**config.mk**
```make
export PLATFORM = sky130hd
export DESIGN_NAME = crystal_fail_detect
export DESIGN_NICKNAME = d
export VERILOG_FILES = /design/src/hw/cfd_pkg.sv /design/src/hw/cfd_pin_sync.sv /design/src/hw/crystal_fail_detect.sv
export SDC_FILE = /design/constraint.sdc
export NUM_CORES = 1
export LEC_CHECK = 0
export ABC_AREA = 1
export BUFFER_PORTS_ARGS = -buffer_cell sky130_fd_sc_hd__buf_2
export CORE_MARGIN = 4
export CORE_UTILIZATION = 40
export DETAILED_ROUTE_END_ITERATION = 7
export PLACE_DENSITY = 0.79
export SYNTH_ARGS = -nofsm -noshare
export SYNTH_HDL_FRONTEND = slang
export SYNTH_SLANG_ARGS = --single-unit
```
**constraint.sdc**
```tcl
create_clock -name CLK_SYS_IN -period 1.5 [get_ports CLK_SYS_IN]
set_input_delay 0 -clock CLK_SYS_IN [delete_from_list [all_inputs] [get_ports CLK_SYS_IN]]
set_output_delay 0 -clock CLK_SYS_IN [all_outputs]
set_load 0.05 [all_outputs]
```
**src/hw/cfd_pkg.sv**
```systemverilog
// constants and types for the crystal oscillator failure detector
package cfd_pkg;

   localparam int unsigned ADDR_W   = 8;
   localparam int unsigned DATA_W   = 32;
   localparam int unsigned CNT_W    = 4;
   localparam int unsigned FAIL_MIN = 8;

   // register offsets
   localparam logic [7:0] OFS_MAIN_OSC_CFG  = 8'h00;
   localparam logic [7:0] OFS_MCK_CFG       = 8'h04;
   localparam logic [7:0] OFS_STATUS        = 8'h08;
   localparam logic [7:0] OFS_INT_ENABLE    = 8'h0C;
   localparam logic [7:0] OFS_FAULT_CLEAR   = 8'h10;

   // main oscillator configuration fields
   localparam int unsigned BIT_XTAL_EN   = 0;
   localparam int unsigned BIT_FDE       = 1;
   localparam int unsigned BIT_XSEL      = 2;
   localparam int unsigned BIT_MAIN_RC   = 3;
   // master clock configuration field
   localparam int unsigned BIT_CSS_LO    = 0;
   // status fields, interrupt enable holds only the event bit position
   localparam int unsigned BIT_EVENT     = 0;
   localparam int unsigned BIT_FOS       = 1;
   localparam int unsigned BIT_LIVE      = 2;
   // fault clear field
   localparam int unsigned BIT_FAULT_CLEAR_BIT     = 0;

   // master clock source encodings
   localparam logic [1:0] CSS_SLOW  = 2'h0;
   localparam logic [1:0] CSS_MAIN  = 2'h1;
   localparam logic [1:0] CSS_PLLA  = 2'h2;
   localparam logic [1:0] CSS_UPLL  = 2'h3;

   typedef enum logic [1:0] {
      DET_IDLE,
      DET_ARM,
      DET_RUN
   } det_state_t;

   typedef struct packed {
      logic       crystal_osc_enable;
      logic       fail_detect_enable;
      logic       crystal_select_bit;
      logic       main_rc_enable;
      logic [1:0] master_clock_source_select;
   } osc_cfg_t;

   typedef struct packed {
      osc_cfg_t          cfg;
      det_state_t        det;
      logic [CNT_W-1:0]  cnt;
      logic              fail;
      logic              clock_fail_event_flag;
      logic              fault_output_status;
      logic              clock_fail_live_status;
      logic              int_enable;
      logic              irq;
      logic [DATA_W-1:0] rdata;
   } cfd_state_t;

   localparam osc_cfg_t CFG_RESET = '{
      crystal_osc_enable:         1'b0,
      fail_detect_enable:         1'b0,
      crystal_select_bit:         1'b0,
      main_rc_enable:             1'b1,
      master_clock_source_select: CSS_MAIN
   };

   localparam logic [CNT_W-1:0]  CNT_ZERO   = 4'h0;
   localparam logic [DATA_W-1:0] DATA_ZERO  = 32'h0000_0000;

endpackage

```
**src/hw/cfd_pin_sync.sv**
```systemverilog
// two-flop synchroniser with edge pulses for clock pins sampled on the system clock
`timescale 1ns/1ps
`default_nettype none

module cfd_pin_sync #(
   parameter int unsigned WIDTH = 2
) (
   input  wire logic             clk_in,
   input  wire logic             reset_n_in,
   input  wire logic [WIDTH-1:0] pin_in,
   output logic      [WIDTH-1:0] level_out,
   output logic      [WIDTH-1:0] rise_out,
   output logic      [WIDTH-1:0] fall_out
);

   typedef struct packed {
      logic [WIDTH-1:0] meta;
      logic [WIDTH-1:0] sync;
      logic [WIDTH-1:0] prev;
   } sync_state_t;

   sync_state_t s_q;
   sync_state_t s_d;

   initial begin
      if (WIDTH < 1) begin
         $error("cfd_pin_sync: WIDTH must be at least 1");
      end
   end

   // meta is read only by sync; edges come from sync and prev
   always_comb begin
      s_d      = s_q;
      s_d.meta = pin_in;
      s_d.sync = s_q.meta;
      s_d.prev = s_q.sync;
   end

   always_ff @(posedge clk_in or negedge reset_n_in) begin
      if (!reset_n_in) begin
         s_q <= '0;
      end else begin
         s_q <= s_d;
      end
   end

   assign level_out = s_q.sync;
   assign rise_out  = s_q.sync & ~s_q.prev;
   assign fall_out  = ~s_q.sync & s_q.prev;

endmodule

`default_nettype wire

```
**src/hw/crystal_fail_detect.sv**
```systemverilog
// crystal oscillator failure detector with register port and clock switchover
//
// Function
// - detector runs only with its enable bit set; reset clears that bit.
// - detector is off whenever the crystal oscillator enable bit is zero.
// - setting the detector enable also turns on the slow RC oscillator.
// - crystal edge counter held at zero while slow RC low, counts while high.
// - fewer than eight crystal edges in one slow RC high phase is a failure.
// - after enabling, a failure may take up to two slow RC cycles to show.
// - a failure sets both the event flag and the fault output status flag.
// - any read of the status register clears the event flag.
// - fault output status stays set until software writes one to fault clear.
// - only the event flag interrupts, and only when its enable bit is set.
// - a live failure status bit can be read at any time.
// - crystal selected and master clock on a PLL: failure forces main clock.
// - any failure forces the main RC oscillator as main clock source.
// - a disabled main RC oscillator is re-enabled by a failure.
// - switchover ends within two slow RC cycles, three from a PLL.
// - a failure asserts the fault output toward the PWM controller.
`timescale 1ns/1ps
`default_nettype none

module crystal_fail_detect #(
   parameter int unsigned MIN_COUNT = cfd_pkg::FAIL_MIN
) (
   input  wire logic                       CLK_SYS_IN,
   input  wire logic                       RESET_N_IN,
   input  wire logic                       XTAL_CLK_IN,
   input  wire logic                       SLOW_RC_CLK_IN,
   input  wire logic [cfd_pkg::ADDR_W-1:0] ADDR_IN,
   input  wire logic [cfd_pkg::DATA_W-1:0] WDATA_IN,
   input  wire logic                       WR_IN,
   input  wire logic                       RD_IN,
   output logic      [cfd_pkg::DATA_W-1:0] RDATA_OUT,
   output logic                            IRQ_OUT,
   output logic                            FAULT_OUT,
   output logic                            SLOW_RC_ENABLE_OUT,
   output logic                            CRYSTAL_OSC_ENABLE_OUT,
   output logic                            MAIN_RC_ENABLE_OUT,
   output logic                            MAIN_CLK_SRC_XTAL_OUT,
   output logic      [1:0]                 MCK_SRC_SEL_OUT
);

   cfd_pkg::cfd_state_t s_q;
   cfd_pkg::cfd_state_t s_d;

   logic [1:0] pin_level;
   logic [1:0] pin_rise;
   logic [1:0] pin_fall;
   logic       xtal_rise;
   logic       rc_level;
   logic       rc_fall;
   logic       active;
   logic       short_count;
   logic       wr_cfg;
   logic       wr_mck;
   logic       wr_status;
   logic       wr_ie;
   logic       wr_fault_clear_bit;
   logic       rd_status;

   initial begin
      if (MIN_COUNT < 1 || MIN_COUNT > 15) begin
         $error("crystal_fail_detect: MIN_COUNT must lie in 1..15");
      end
   end

   // both clocks are foreign to the system clock, so both pass two flops;
   // the crystal must run below half the system clock or edges are missed
   cfd_pin_sync #(
      .WIDTH (2)
   ) u_pin_sync (
      .clk_in     (CLK_SYS_IN),
      .reset_n_in (RESET_N_IN),
      .pin_in     ({SLOW_RC_CLK_IN, XTAL_CLK_IN}),
      .level_out  (pin_level),
      .rise_out   (pin_rise),
      .fall_out   (pin_fall)
   );

   assign xtal_rise = pin_rise[0];
   assign rc_level  = pin_level[1];
   assign rc_fall   = pin_fall[1];

   assign active      = s_q.cfg.fail_detect_enable & s_q.cfg.crystal_osc_enable;
   assign short_count = (s_q.cnt < MIN_COUNT[cfd_pkg::CNT_W-1:0]);

   assign wr_cfg    = WR_IN && (ADDR_IN == cfd_pkg::OFS_MAIN_OSC_CFG);
   assign wr_mck    = WR_IN && (ADDR_IN == cfd_pkg::OFS_MCK_CFG);
   assign wr_status = WR_IN && (ADDR_IN == cfd_pkg::OFS_STATUS);
   assign wr_ie     = WR_IN && (ADDR_IN == cfd_pkg::OFS_INT_ENABLE);
   assign wr_fault_clear_bit  = WR_IN && (ADDR_IN == cfd_pkg::OFS_FAULT_CLEAR);
   assign rd_status = RD_IN && (ADDR_IN == cfd_pkg::OFS_STATUS);

   always_comb begin
      s_d      = s_q;
      s_d.fail = 1'b0;

      // register writes
      if (wr_cfg) begin
         s_d.cfg.crystal_osc_enable = WDATA_IN[cfd_pkg::BIT_XTAL_EN];
         s_d.cfg.fail_detect_enable = WDATA_IN[cfd_pkg::BIT_FDE];
         s_d.cfg.crystal_select_bit = WDATA_IN[cfd_pkg::BIT_XSEL];
         s_d.cfg.main_rc_enable     = WDATA_IN[cfd_pkg::BIT_MAIN_RC];
      end
      if (wr_mck) begin
         s_d.cfg.master_clock_source_select = WDATA_IN[cfd_pkg::BIT_CSS_LO +: 2];
      end
      if (wr_ie) begin
         s_d.int_enable = WDATA_IN[cfd_pkg::BIT_EVENT];
      end

      // detector; a partial high phase right after enabling is never judged
      if (!active) begin
         s_d.det                    = cfd_pkg::DET_IDLE;
         s_d.cnt                    = cfd_pkg::CNT_ZERO;
         s_d.clock_fail_live_status = 1'b0;
      end else begin
         unique case (s_q.det)
            cfd_pkg::DET_IDLE: begin
               s_d.det = cfd_pkg::DET_ARM;
            end
            cfd_pkg::DET_ARM: begin
               if (!rc_level) begin
                  s_d.det = cfd_pkg::DET_RUN;
               end
               s_d.cnt = cfd_pkg::CNT_ZERO;
            end
            cfd_pkg::DET_RUN: begin
               if (rc_fall) begin
                  // result taken from synchronised samples only
                  s_d.fail                   = short_count;
                  s_d.clock_fail_live_status = short_count;
                  s_d.cnt                    = cfd_pkg::CNT_ZERO;
               end else if (!rc_level) begin
                  s_d.cnt = cfd_pkg::CNT_ZERO;
               end else if (xtal_rise && short_count) begin
                  // saturate once the threshold is met
                  s_d.cnt = s_q.cnt + 4'h1;
               end
            end
            default: begin
               s_d.det = cfd_pkg::DET_IDLE;
            end
         endcase
      end

      // flags: a clear never hides a failure in the same cycle
      if (rd_status || (wr_status && WDATA_IN[cfd_pkg::BIT_EVENT])) begin
         s_d.clock_fail_event_flag = 1'b0;
      end
      if (wr_fault_clear_bit && WDATA_IN[cfd_pkg::BIT_FAULT_CLEAR_BIT]) begin
         s_d.fault_output_status = 1'b0;
      end
      if (s_q.fail) begin
         s_d.clock_fail_event_flag = 1'b1;
         s_d.fault_output_status   = 1'b1;
         if (s_q.cfg.crystal_select_bit && s_q.cfg.master_clock_source_select[1]) begin
            s_d.cfg.master_clock_source_select = cfd_pkg::CSS_MAIN;
         end
         s_d.cfg.crystal_select_bit = 1'b0;
         s_d.cfg.main_rc_enable     = 1'b1;
      end

      s_d.irq = s_d.clock_fail_event_flag & s_d.int_enable;

      // read data stands for exactly the cycle after the strobe
      s_d.rdata = cfd_pkg::DATA_ZERO;
      if (RD_IN) begin
         unique case (ADDR_IN)
            cfd_pkg::OFS_MAIN_OSC_CFG: begin
               s_d.rdata[cfd_pkg::BIT_XTAL_EN] = s_q.cfg.crystal_osc_enable;
               s_d.rdata[cfd_pkg::BIT_FDE]     = s_q.cfg.fail_detect_enable;
               s_d.rdata[cfd_pkg::BIT_XSEL]    = s_q.cfg.crystal_select_bit;
               s_d.rdata[cfd_pkg::BIT_MAIN_RC] = s_q.cfg.main_rc_enable;
            end
            cfd_pkg::OFS_MCK_CFG: begin
               s_d.rdata[cfd_pkg::BIT_CSS_LO +: 2] = s_q.cfg.master_clock_source_select;
            end
            cfd_pkg::OFS_STATUS: begin
               s_d.rdata[cfd_pkg::BIT_EVENT] = s_q.clock_fail_event_flag;
               s_d.rdata[cfd_pkg::BIT_FOS]   = s_q.fault_output_status;
               s_d.rdata[cfd_pkg::BIT_LIVE]  = s_q.clock_fail_live_status;
            end
            cfd_pkg::OFS_INT_ENABLE: begin
               s_d.rdata[cfd_pkg::BIT_EVENT] = s_q.int_enable;
            end
            default: begin
               s_d.rdata = cfd_pkg::DATA_ZERO;
            end
         endcase
      end
   end

   always_ff @(posedge CLK_SYS_IN or negedge RESET_N_IN) begin
      if (!RESET_N_IN) begin
         s_q                        <= '0;
         s_q.cfg                    <= cfd_pkg::CFG_RESET;
         s_q.det                    <= cfd_pkg::DET_IDLE;
         s_q.cnt                    <= cfd_pkg::CNT_ZERO;
         s_q.rdata                  <= cfd_pkg::DATA_ZERO;
      end else begin
         s_q <= s_d;
      end
   end

   assign RDATA_OUT              = s_q.rdata;
   assign IRQ_OUT                = s_q.irq;
   assign FAULT_OUT              = s_q.fault_output_status;
   assign SLOW_RC_ENABLE_OUT     = s_q.cfg.fail_detect_enable;
   assign CRYSTAL_OSC_ENABLE_OUT = s_q.cfg.crystal_osc_enable;
   assign MAIN_RC_ENABLE_OUT     = s_q.cfg.main_rc_enable;
   assign MAIN_CLK_SRC_XTAL_OUT  = s_q.cfg.crystal_select_bit;
   assign MCK_SRC_SEL_OUT        = s_q.cfg.master_clock_source_select;
endmodule

`default_nettype wire
```
==> results.json <==
{
  "ys_seq_elements": 28,
  "synthAdderAreaFrac_pct": 0.779,
  "dp_hpwl_um": 2210,
  "synthSimpleGateAreaFrac_pct": 29.4,
  "synth-seq-area-share_pct": 43.8,
  "htreeDepth": 1,
  "synth_cells": 187,
  "worstSetupEndpointType": "flip-flop",
  "synth_edf_count": 0,
  "synth-xor-area-share_pct": 1.09,
  "hp-class": "input pin to flip-flop",
  "die_h_um": 71.4,
  "whs_ns": 0.00335,
  "synth_ff_type": "dfrtp_1",
  "slew_headroom_pct": 59.7,
  "rrSetupSlack_ns": 0.30,
  "synthMuxAreaShare_pct": 0,
  "diodes": 0,
  "clockBufferDepth": 2,
  "wirelength_um": 2810,
  "io_buffers": 29,
  "netlist_top_cells_count": "40 x nand2_1, 35 x buf_4, 26 x dfrtp_1, 19 x inv_1, 19 x nand3_1",
  "ant_nets": 0,
  "cp.arrival_ns": 1.42,
  "netlist_area_um2": 1610,
  "path_clk_slew_ns": 0.09,
  "final_cell_area_um2": 1780,
  "peakVddDrop_mv": 0.523,
  "period_share_pct": 80.2,
  "die-area_um2": 5090,
  "fill_cells": 369,
  "rr_endpoint": "s_q[41]",
  "placed_cell_area_um2": 1650,
  "worstHoldStart": "RD_IN",
  "crit_path_top_delay_cell": "dfrtp_1",
  "period_minus_slack_ns": 1.20,
  "yosys.area.top_type_share_pct": 40.5,
  "fin_cells": 266,
  "yosysWarnings": 0,
  "area_growth_pct": 10.9,
  "grtUsageTotal_pct": 11.7,
  "cts_tree": "built",
  "cts_setup_buffers": 0,
  "clk_latency_ns": 0.27,
  "tightestPinTransition_ns": 0.605,
  "grt_pass1_wl_um": 4830,
  "drive_gt1_share_pct": 25.2,
  "cts_resized": 0,
  "leakage_nw": 1.00,
  "dp_slack_ns": 0.322,
  "wl_per_cell_um": 10.6,
  "ff2ff_path_depth": 6,
  "gp_congestion": 0.838,
  "io_pins": 86,
  "drv_slew": 0,
  "routed_via_density": 4.35,
  "min_to": "RDATA_OUT[2]",
  "crit_path_frequent_cell": "nand2_1",
  "fin_worst_skew_ns": 0.000958,
  "power.density_nw_per_um2": 962,
  "synth_compound_area_share_pct": 3.74,
  "hold_viol_final": 0,
  "grt_pass1_vias": 1115,
  "finalSetupTns_ns": 0,
  "synthTopCellsByArea": "dfrtp_1 40%, buf_4 16%, nand2_1 9.3%",
  "cp_max_fo": 4,
  "run_status": "finished clean",
  "maxCapViolations": 0,
  "nNetsFinal": 266,
  "path_class": "flip-flop to flip-flop",
  "crit_chain": "nand2_1 > inv_1 > nand4_2 > o21ai_2 > nand2_1 > nand2_1",
  "synth_cell_types": 27,
  "placed_cells": 256,
  "antenna_found_initial": 0,
  "setup_ws_ns": 0.297,
  "drc": 0,
  "initial_core_util_pct": 42.6,
  "start_kind": "flip-flop",
  "avgSynthCellArea_um2": 8.59,
  "yosysTopAreaCell": "dfrtp_1",
  "clock_sinks": 28,
  "numCtsBuffers": 3,
  "cp.required_ns": 1.72,
  "clockRootBuffer": "clkbuf_8",
  "worstHoldPathCells": 3,
  "cp.buffers_inverters": 1,
  "rows": 22,
  "async_flop_share_pct": 100,
  "max_freq_mhz": 831,
  "grt_max_degree": 29,
  "setup_viol": 0,
  "dr.pass1.iters": 4,
  "overflow": 0,
  "die_w_um": 71.4,
  "rsz0062_at_grt": "false",
  "critical-path-max-stage-delay_ns": 0.42,
  "coreArea_um2": 3770,
  "critPathTopFamily": "flip-flops",
  "holdBufCountCts": 6,
  "synth_top_family_by_area": "simple AND/OR/NAND/NOR gates",
  "vias": 1157,
  "drt_iter0_drc": 56,
  "reg2reg_from": "SLOW_RC_ENABLE_OUT",
  "yosys.cell_count.top_type": "nand2_1"
}
-- logic make-up after synthesis --
family,after synthesis
and+or+nand+nor,91
xor gates and xnor gates,2
buffers and inverters,55
DFF,28
other,1
adders and majority gates,1
AOI/OAI and AO/OA,9
-- cell usage in the layout, fill, tap and decap left out, types with 3 or more instances in the layout --
cell type	synthesis	routed
clkbuf_8	0	3
conb_1	1	28
nand2_2	3	3
dlygate4sd3_1	0	6
inv_1	19	19
dfrtp_1	26	26
nor2_2	6	6
nand3_1	19	19
nand2_1	40	40
nand4_1	6	6
buf_2	0	29
nor2_1	8	8
-- where the power goes --
| part | internal, W | total [W] | switching (W) | leakage, nW |
|---|---|---|---|---|
| clock | 0.000357 | 0.000591 | 0.000234 | 0.0357 |
| sequential | 0.000781 | 0.000798 | 0.0000170 | 0.360 |
| combinational | 0.0000529 | 0.000324 | 0.000271 | 0.607 |
-- stage by stage --
stage	util, %	total power (W)
2_1_floorplan	-	0.00112
3_5_place_dp	43.8	0.00113
3_3_place_gp	43.8	0.00112
5_1_grt	47.2	0.00179
6_report	47.2	0.00171
4_1_cts	47.2	0.00174
-- sequential cells by signal (all words and copies together), names as in the netlist --
signal	cells
RDATA_OUT	4
FAULT_OUT	1
u_pin_sync.s_q	2
MAIN_CLK_SRC_XTAL_OUT	1
s_q	10
IRQ_OUT	1
CRYSTAL_OSC_ENABLE_OUT	1
u_pin_sync.level_out	2
SLOW_RC_ENABLE_OUT	1
MCK_SRC_SEL_OUT	2
MAIN_RC_ENABLE_OUT	1
u_pin_sync.s_d	2
-- area by class of cell --
type                            instances  area, um^2  area share [%]
Sequential cell                        28         703            39.5
Timing Repair Buffer                   35         205            11.5
Inverter                               20        75.1            4.21
Clock inverter                          1        30.0            1.69
Clock buffer                            3        41.3            2.32
Tap cell                               48        60.1            3.37
Multi-Input combinational cell        131         667            37.4
-- layer usage --
metal	track usage [%]	up-vias	share of wire, %	routed length [um]
met4	5.85	0	1.6	45
met5	0	-	0	0
met3	2.66	5	8.3	234
met1	15.8	519	47	1310
met2	17.7	41	44	1220
li1	-	592	-	-
-- worst max path at each step --
stage,startpoint,cells after the start,end
CTS,s_q[41],6,s_q[41]
finish,SLOW_RC_ENABLE_OUT,6,s_q[41]
detailed placement,s_q[41],6,s_q[41]
floorplan,CRYSTAL_OSC_ENABLE_OUT,6,s_q[41]
global route,s_q[41],6,s_q[41]
global placement,s_q[41],6,s_q[41]
-- worst register-to-register path, cell delays in order (launching register included) --
cell	delay, ns
dfrtp_1	0.42
nand2_1	0.11
inv_1	0.15
nand4_2	0.12
o21ai_2	0.20
nand2_1	0.07
nand2_1	0.08
Note: power is estimated with default switching activity, not from simulation.
